<file path="config.mk">
export PLATFORM = sky130hd
export DESIGN_NAME = dipc_flag_mailbox
export DESIGN_NICKNAME = d
export VERILOG_FILES = /design/src/pkg/dipc_pkg.sv /design/src/pkg/dipc_req_if.sv /design/src/verilog/dipc_req_bank.sv /design/src/verilog/dipc_flag_mailbox.sv
export SDC_FILE = /design/constraint.sdc
export NUM_CORES = 1
export LEC_CHECK = 0
export BUFFER_PORTS_ARGS = -buffer_cell sky130_fd_sc_hd__buf_2
export CORE_MARGIN = 1
export CORE_UTILIZATION = 30
export DETAILED_ROUTE_END_ITERATION = 16
export SLEW_MARGIN = 20
export SYNTH_ARGS = -nofsm -noshare
export SYNTH_HDL_FRONTEND = slang
export SYNTH_SLANG_ARGS = --single-unit
</file>
<file path="constraint.sdc">
create_clock -name mclk -period 1.27 [get_ports mclk]
set_input_delay 0.127 -clock mclk [delete_from_list [all_inputs] [get_ports mclk]]
set_output_delay 0.127 -clock mclk [all_outputs]
set_load 0.01 [all_outputs]
</file>
<file path="src/pkg/dipc_pkg.sv">
package dipc_pkg;
   // -------------------------------------------------------------
   // register selects and field layout
   // -------------------------------------------------------------
   localparam logic [0:0]  SEL_CONTROL    = 1'h0;
   localparam logic [0:0]  SEL_STATUS     = 1'h1;
   localparam int          REG_W          = 16;
   localparam int          FLAG_N         = 6;
   localparam int          IRQ_N          = 8;
   localparam int          FLAG_LSB       = 10;
   localparam int          IRQ_LSB        = 0;
   localparam logic [15:0] CONTROL_RESET  = 16'h0000;
   localparam logic [15:0] STATUS_RESET   = 16'h0000;
   localparam logic [5:0]  FLAG_RESET     = 6'h00;
   localparam logic [7:0]  IRQ_RESET      = 8'h00;
endpackage

</file>
<file path="src/pkg/dipc_req_if.sv">
interface dipc_req_if;
   logic [7:0] set_req;
   logic [7:0] clr_req;
   logic [7:0] pend;

   modport owner
   (
      input  set_req,
      input  clr_req,
      output pend
   );
   modport user
   (
      output set_req,
      output clr_req,
      input  pend
   );
endinterface

</file>
<file path="src/verilog/dipc_req_bank.sv">
// sticky request bits: set wins over clear
module dipc_req_bank
(
   // clock and reset
   input  wire logic  mclk,
   input  wire logic  rstn,
   // request bus
   dipc_req_if.owner  req
);
   logic [7:0] pend_q;
   logic [7:0] pend_d;

   assign pend_d   = req.set_req | (pend_q & ~req.clr_req);
   assign req.pend = pend_q;

   always_ff @(posedge mclk)
   begin
      if (!rstn)
         pend_q <= dipc_pkg::IRQ_RESET;
      else
         pend_q <= pend_d;
   end
endmodule

</file>
<file path="src/verilog/dipc_flag_mailbox.sv">
// Notes on behaviour
// - control bits 15..10 drive six flags to host
// - status bits 15..10 mirror host-written flags
// - status bits 7..0 show host-to-dsp requests
// - writing one acknowledges, clearing both copies, unless set in the same cycle
// - writing zero leaves request unchanged
// - reset clears both registers entirely
module dipc_flag_mailbox
#(
   parameter int FLAG_W = dipc_pkg::FLAG_N,
   parameter int IRQ_W  = dipc_pkg::IRQ_N
)
(
   // clock and reset
   input  wire logic        mclk,
   input  wire logic        rstn,
   // dsp register port
   input  wire logic        reg_wr,
   input  wire logic        reg_rd,
   input  wire logic [0:0]  reg_sel,
   input  wire logic [15:0] reg_wdata,
   output logic      [15:0] reg_rdata,
   // host side
   input  wire logic [5:0]  host_to_dsp_flag,
   input  wire logic [7:0]  dsp_irq_set,
   input  wire logic [7:0]  host_irq_clear,
   output logic      [5:0]  dsp_to_host_flag,
   output logic      [7:0]  host_irq_request,
   output logic      [7:0]  dsp_irq_pending,
   // dsp interrupt lines
   output logic      [7:0]  dsp_irq_request
);
   // -------------------------------------------------------------
   // parameter checks
   // -------------------------------------------------------------
   // ports and the request carrier are laid out for the fixed widths

   if (FLAG_W != dipc_pkg::FLAG_N)
   begin : g_bad_flag_w
      $error("flag width must match the register layout");
   end

   if (IRQ_W != dipc_pkg::IRQ_N)
   begin : g_bad_irq_w
      $error("request width must match the register layout");
   end

   if (dipc_pkg::FLAG_LSB + FLAG_W > dipc_pkg::REG_W)
   begin : g_bad_flag_fit
      $error("flag field runs past the register");
   end

   if (dipc_pkg::IRQ_LSB + IRQ_W > dipc_pkg::FLAG_LSB)
   begin : g_bad_irq_fit
      $error("request field overlaps the flag field");
   end

   // -------------------------------------------------------------
   // field layout
   // -------------------------------------------------------------
   localparam int FH    = dipc_pkg::FLAG_LSB + FLAG_W - 1;
   localparam int IH    = dipc_pkg::IRQ_LSB + IRQ_W - 1;
   localparam int GAP_W = dipc_pkg::FLAG_LSB - IH - 1;

   // -------------------------------------------------------------
   // register select decode
   // -------------------------------------------------------------
   function automatic logic sel_hit
   (
      input logic [0:0] sel,
      input logic [0:0] code
   );
      sel_hit = (sel == code);
   endfunction

   logic        wr_ctl;
   logic        wr_sts;
   logic        rd_ctl;

   assign wr_ctl = reg_wr && sel_hit(reg_sel, dipc_pkg::SEL_CONTROL);
   assign wr_sts = reg_wr && sel_hit(reg_sel, dipc_pkg::SEL_STATUS);
   assign rd_ctl = sel_hit(reg_sel, dipc_pkg::SEL_CONTROL);

   // -------------------------------------------------------------
   // state and views
   // -------------------------------------------------------------
   logic [5:0]  flag_q;
   logic [5:0]  flag_d;
   logic [7:0]  hreq_q;
   logic [7:0]  hreq_d;
   logic [7:0]  hraise;
   logic [5:0]  hflag_q;
   logic [7:0]  dpend;
   logic [7:0]  dsp_irq_request_q;
   logic [15:0] rdata_q;
   logic [15:0] rdata_d;
   logic [15:0] ctl_view;
   logic [15:0] sts_view;
   logic [15:0] rd_view;

   // -------------------------------------------------------------
   // control register: flags to host
   // -------------------------------------------------------------
   assign flag_d = wr_ctl ? reg_wdata[FH:dipc_pkg::FLAG_LSB] : flag_q;

   always_ff @(posedge mclk)
   begin
      if (!rstn)
         flag_q <= dipc_pkg::FLAG_RESET;
      else
         flag_q <= flag_d;
   end

   // -------------------------------------------------------------
   // control register: requests to host
   // -------------------------------------------------------------
   // a zero written here never clears; only the host clears
   assign hraise = wr_ctl ? reg_wdata[IH:dipc_pkg::IRQ_LSB]
                          : dipc_pkg::IRQ_RESET;

   for (genvar i = 0; i < IRQ_W; i++)
   begin : g_hreq
      // dsp raise wins over host clear
      assign hreq_d[i] = hraise[i] | (hreq_q[i] & ~host_irq_clear[i]);
   end

   always_ff @(posedge mclk)
   begin
      if (!rstn)
         hreq_q <= dipc_pkg::IRQ_RESET;
      else
         hreq_q <= hreq_d;
   end

   // -------------------------------------------------------------
   // status register: host flag mirror
   // -------------------------------------------------------------
   always_ff @(posedge mclk)
   begin
      if (!rstn)
         hflag_q <= dipc_pkg::FLAG_RESET;
      else
         hflag_q <= host_to_dsp_flag;
   end

   // -------------------------------------------------------------
   // status register: requests from host
   // -------------------------------------------------------------
   dipc_req_if rq ();

   assign rq.set_req = dsp_irq_set;
   // ones acknowledge, zeros leave bits alone
   assign rq.clr_req = wr_sts ? reg_wdata[IH:dipc_pkg::IRQ_LSB]
                              : dipc_pkg::IRQ_RESET;
   assign dpend      = rq.pend;

   dipc_req_bank u_bank
   (
      .mclk (mclk),
      .rstn (rstn),
      .req  (rq.owner)
   );

   // -------------------------------------------------------------
   // dsp interrupt lines
   // -------------------------------------------------------------
   always_ff @(posedge mclk)
   begin
      if (!rstn)
         dsp_irq_request_q <= dipc_pkg::IRQ_RESET;
      else
         dsp_irq_request_q <= dpend;
   end

   // -------------------------------------------------------------
   // read back
   // -------------------------------------------------------------
   // reserved bits read as zero
   assign ctl_view = {flag_q, {GAP_W{1'b0}}, hreq_q};
   assign sts_view = {hflag_q, {GAP_W{1'b0}}, dpend};
   assign rd_view  = rd_ctl ? ctl_view : sts_view;
   assign rdata_d  = reg_rd ? rd_view : rdata_q;

   always_ff @(posedge mclk)
   begin
      if (!rstn)
         rdata_q <= dipc_pkg::STATUS_RESET;
      else
         rdata_q <= rdata_d;
   end

   // -------------------------------------------------------------
   // outputs
   // -------------------------------------------------------------
   assign reg_rdata        = rdata_q;
   assign dsp_to_host_flag = flag_q;
   assign host_irq_request = hreq_q;
   assign dsp_irq_pending  = dpend;
   assign dsp_irq_request  = dsp_irq_request_q;
endmodule

</file>
==> flow_summary.toml, run 1 <==
[critical_path]
reg2reg_depth = 3
critPathLaunchType = "register"
cpLargestDelayFamily = "flip-flops"
worstPathRequired_ps = 1140
ff2ff_setup_slack_ps = 540
critical_path_depth = 1
rr_endpoint = "host_irq_request[6]"
critPathMaxFanout = 4
startpoint = "u_bank.req.pend[4]"
r2r_start = "host_irq_request[6]"
cpPeakStageDelay_ps = 380
arrival_ps = 830
slowest_stage = "dfxtp_1"
cp_num_buf_inv = 1
crit_chain = "buf_2"
critPathKind = "reg -> out"
cp-end-kind = "output port"

[drt]
vias = 1549
highest_layer = "met4"
vias_per_cell = 4.490
drt_iter0_markers = 59
met1_length_um = 1807
wl_per_cell_um = 11.65
drt-total-wl_um = 4020
wl_met3_um = 276
drt_first_pass_iters = 4
ant_nets = 0
met2_length_um = 1885
drc_errors = 0

[min_path]
whs_endpoint = "u_bank.req.pend[4]"
hp-start = "reg_wdata[4]"
min_path_cells = 2
worstHoldPathType = "in -> reg"

[floorplanning]
dieArea_um2 = 6550
die_width_um = 80.94
start_util_pct = 31.39
core_area_um2 = 5956
floorplan.rows = 28
die_y_um = 80.94
pin_count = 89

[clock_tree]
cts_tree = "done"
ctsLongestPathBuffers = 2
clk_latency_ps = 290
hold_buffers = 0
cts_htree_levels = 2
cts.sinks = 50
post_cts_buffers = 0
clkTransAtPathRegs_ps = 80
cts-resized-gates = 0
clockRootBuffer = "clkbuf_8"
cts_made_buffers = 5

[logic_synthesis]
synth_top_area_share_pct = 53.55
synth-seq-area-share_pct = 53.55
synth-seq-cells = 50
synth_area_leaders = "dfxtp_1 54%, mux2i_1 7.5%, a21oi_1 5.9%"
avgSynthCellArea_um2 = 9.838
synthAdderAreaFrac_pct = 0
synth.distinct_cells = 19
synth_compound_area_share_pct = 18.07
syn_inst = 190
synth_xor_area_share_pct = 0
synth_top_family_by_area = "compound AO/OA/AOI/OAI gates"
yosysWarnings = 0
syn_area_um2 = 1869
synth-simple-area-share_pct = 13.92
synth_top_cell_by_area = "dfxtp_1"
synthMuxAreaShare_pct = 7.497

[finish]
layout-drive-gt1-share_pct = 36.67
fin_util_pct = 40.21
syn_to_final_growth_pct = 28.11
antenna-diode-count = 0
nets = 313

[power_and_ir_drop]
power_leakage_nw = 1.148
powerDensity_nw_per_um2 = 1230
ir_drop_v = 0.0005903

[global_route]
grt-ovfl-total = 0
grt_usage_pct = 12.62
grt_pass1_wl_um = 6244
grt_max_degree = 51
grt_pass1_vias = 1326
antenna_found_initial = 0

[timing]
tns_ps = 0
finalCriticalPeriod_ps = 953.2
skew_ps = 4.883
rsz0062_at_grt = "false"
fmax_mhz = 1049
drv_slew = 0
final_hold_viol_count = 0
finalSetupViolations = 0
timing.final.crit_share_pct = 75.05

[flow_run]
drv_cap = 0

[place]
hpwl_um = 2801
place.gp.congestion = 0.6502
io_buffers = 84

[outcome]
status = "completed"
## report_power, final
group | leakage [nW] | internal [mW] | switching, mW | total, mW
clock | 0.0383 | 0.380 | 0.475 | 0.855
combinational | 0.697 | 0.186 | 0.203 | 0.389
sequential | 0.413 | 1.66 | 0.0455 | 1.70
## worst max path at each step
| stage | to |
|---|---|
| floorplan | reg_rdata[1] |
| global placement | reg_rdata[3] |
| detailed placement | reg_rdata[4] |
| CTS | dsp_irq_pending[4] |
| global route | dsp_irq_pending[6] |
| finish | dsp_irq_pending[4] |
## placed cells by master (no fill, tap or decap), drive strengths merged
master	instances
buf	86
a31oi	8
dfxtp	50
a21oi	22
and2	15
mux2i	14
nor2b	17
conb	2
a21boi	6
nand2b	1
nand2	12
o21ai	22
clkbuf	7
inv	8
## synthesized netlist by cell type, drive strengths merged
cell type  number
a31oi           8
mux2i          14
o21ai          22
inv             8
conb            1
clkbuf          6
a21oi          22
buf             8
nor2b          17
nand2          12
dfxtp          50
nand2b          1
and2           15
a21boi          6
## state kept, by name (all words and copies together) (netlist names)
register	flops
reg_rdata	14
dsp_irq_request	8
host_irq_request	8
u_bank.req.pend	8
dsp_to_host_flag	6
hflag_q	6
## cell families after synthesis
logic type / count (synthesis)
compound gates: 58
flops: 50
simple gates: 45
buf+inv: 22
mux: 14
other cells: 1
## routing by layer
metal / up-vias / global-route usage (%)
li1: 791 / -
met1: 699 / 15.39
met2: 54 / 20.84
met3: 5 / 4.045
met4: 0 / 4.286
met5: - / 0
## through the flow
step | area (µm²) | hold WS, ps | cells | power (mW) | worst slack, ps
floorplan | 1873 | 227.8 | 191 | 1.964 | 504.5
detailed placement | 2318 | 328.6 | 338 | 2.137 | 124.5
CTS | 2395 | 5.052 | 345 | 3.005 | 297.2
global route | 2395 | 15.12 | 345 | 3.110 | 264.2
finish | 2395 | 19.99 | 345 | 2.947 | 316.8
global placement | 2318 | 327.4 | 338 | 2.131 | 137.2
## layout make-up
cell class	instances	area, µm²
timing repair buffer	86	447.9
multi-input combinational	119	745.7
fill	612	3561
clock buffer	7	76.32
inverter	8	30.03
tap	75	93.84
sequential	50	1001
Power figures use the tool's default switching activity.
==> inputs of run 2 (changes only) <==
- clock period: 1.27 -> 0.9 ns (I/O delays scaled with it)
==> run 2 against run 1 <==
Effect of this change:
- final area is 11% higher
- worst hold slack worse by 7.1 ps
- non-clock buffer count up 20
- critical endpoint is now dsp_to_host_flag[3]
- largest cell class unchanged
==> flow_summary.toml, run 2 (synthesis results as in run 1) <==
[clock_tree]
cts.sinks = 50
cts_tree = "done"
cts_htree_levels = 2
cts_made_buffers = 5
ctsLongestPathBuffers = 2
clkTransAtPathRegs_ps = 80
clk_latency_ps = 290
clockRootBuffer = "clkbuf_8"

[power_and_ir_drop]
p_switching_mw = 1.033
p_comb_share_pct = 15.3
seqPwrFrac_pct = 56.6
power_leakage_nw = 1.262
pwr-share-clk_pct = 28.0
ir_drop_v = 0.0006166
p_int_mw = 3.234
power.switching_fraction_pct = 24.22
power_mw = 4.268
powerDensity_nw_per_um2 = 1605

[place]
place.gp.congestion = 0.6581
io_buffers = 84
dp_slack_ps = 15.39
hpwl_um = 2915
placed_area_um2 = 2386
dp.cells = 342

[critical_path]
critPathMaxFanout = 3
ff2ff_setup_slack_ps = 120
critPathLaunchType = "register"
arrival_ps = 770
cp-end-kind = "output port"
rr_endpoint = "u_bank.req.pend[6]"
slowest_stage = "dfxtp_2"
r2r_start = "u_bank.req.pend[6]"
cpPeakStageDelay_ps = 350
cp_num_buf_inv = 1
critPathKind = "reg -> out"
worstPathRequired_ps = 810
cpLargestDelayFamily = "flip-flops"
crit_chain = "buf_2"
reg2reg_depth = 3

[min_path]
whs_endpoint = "hflag_q[0]"
hp-start = "host_to_dsp_flag[0]"
min_path_cells = 2
worstHoldPathType = "in -> reg"

[drt]
met2_length_um = 1977
highest_layer = "met4"
drt-total-wl_um = 4364
wl_per_cell_um = 11.96
drt_first_pass_iters = 4
drt_iter0_markers = 39
met1_length_um = 2105
vias_per_cell = 4.378
drc_errors = 0
vias = 1598
ant_nets = 0
wl_met3_um = 229

[timing]
drv_slew = 0
timing.final.crit_share_pct = 95.37
holdWs_ps = 12.84
finalCriticalPeriod_ps = 858.3
tns_ps = 0
fmax_mhz = 1165
skew_ps = 5.321
final_hold_viol_count = 0
setup_ws_ps = 41.69
finalSetupViolations = 0

[finish]
antenna-diode-count = 0
final_area_um2 = 2659
final_common_cell = "buf_2"
syn_to_final_growth_pct = 42.24
layout-drive-gt1-share_pct = 45.17
nets = 333
largest_reg_flops = 14
most-common-layout-cells = "82 x buf_2, 25 x dfxtp_1, 25 x dfxtp_2"
instances_no_fill = 365
fin_util_pct = 44.64

[floorplanning]
start_util_pct = 31.39
pin_count = 89
floorplan.rows = 28
die_width_um = 80.94
die_y_um = 80.94
core_area_um2 = 5956
dieArea_um2 = 6550

[global_route]
grt_pass1_wl_um = 6589
grt-ovfl-total = 0
grt_pass1_vias = 1384
antenna_found_initial = 0
grt_max_degree = 51
grt_usage_pct = 13.47

[outcome]
status = "completed"

[flow_run]
drv_cap = 0
-- run 2: cell types whose count changed in the layout (fill, tap and decap cells not counted), sizes merged --
cell and delta:
dlygate4sd3 +13, buf +7
-- run 2: layer usage --
metal  vias up  track usage (%)
met2        51            22.35
li1        835                -
met5         -                0
met1       706            16.87
met4         0            3.750
met3         6            3.933
-- run 2: final cells by class --
| class | count | area (µm²) |
|---|---|---|
| Clock buffer | 7 | 76.32 |
| Fill cell | 578 | 3297 |
| Inverter | 8 | 30.03 |
| Multi-Input combinational cell | 119 | 745.7 |
| Sequential cell | 50 | 1032 |
| Tap cell | 75 | 93.84 |
| Timing Repair Buffer | 106 | 680.7 |
-- run 2: power groups by stage --
stage	registers [mW]	clock network (mW)	logic (mW)
floorplan	2.51	0	0.267
global placement	2.46	0	0.589
detailed placement	2.46	0	0.594
CTS	2.41	1.27	0.639
global route	2.44	1.34	0.723
finish	2.42	1.20	0.653
-- run 2: how the worst max path moves through the flow --
stage,start,to,slack (ps),cells after the start
after floorplan,reg_sel,reg_rdata[1],170,4
after global placement,reg_sel,dsp_to_host_flag[4],30,4
after detailed placement,reg_sel,dsp_to_host_flag[2],20,4
after CTS,u_bank.req.pend[1],dsp_irq_pending[1],0.5,1
after global routing,u_bank.req.pend[7],dsp_irq_pending[7],-0.8,1
final,dsp_to_host_flag[3],dsp_to_host_flag[3],40,1
-- run 2: timing repair --
action	CTS	global route
endpoints found under the hold margin	13	0
gates resized for setup	10	17
hold buffers	13	0
buffers inserted	0	3
setup endpoints to repair	10	19
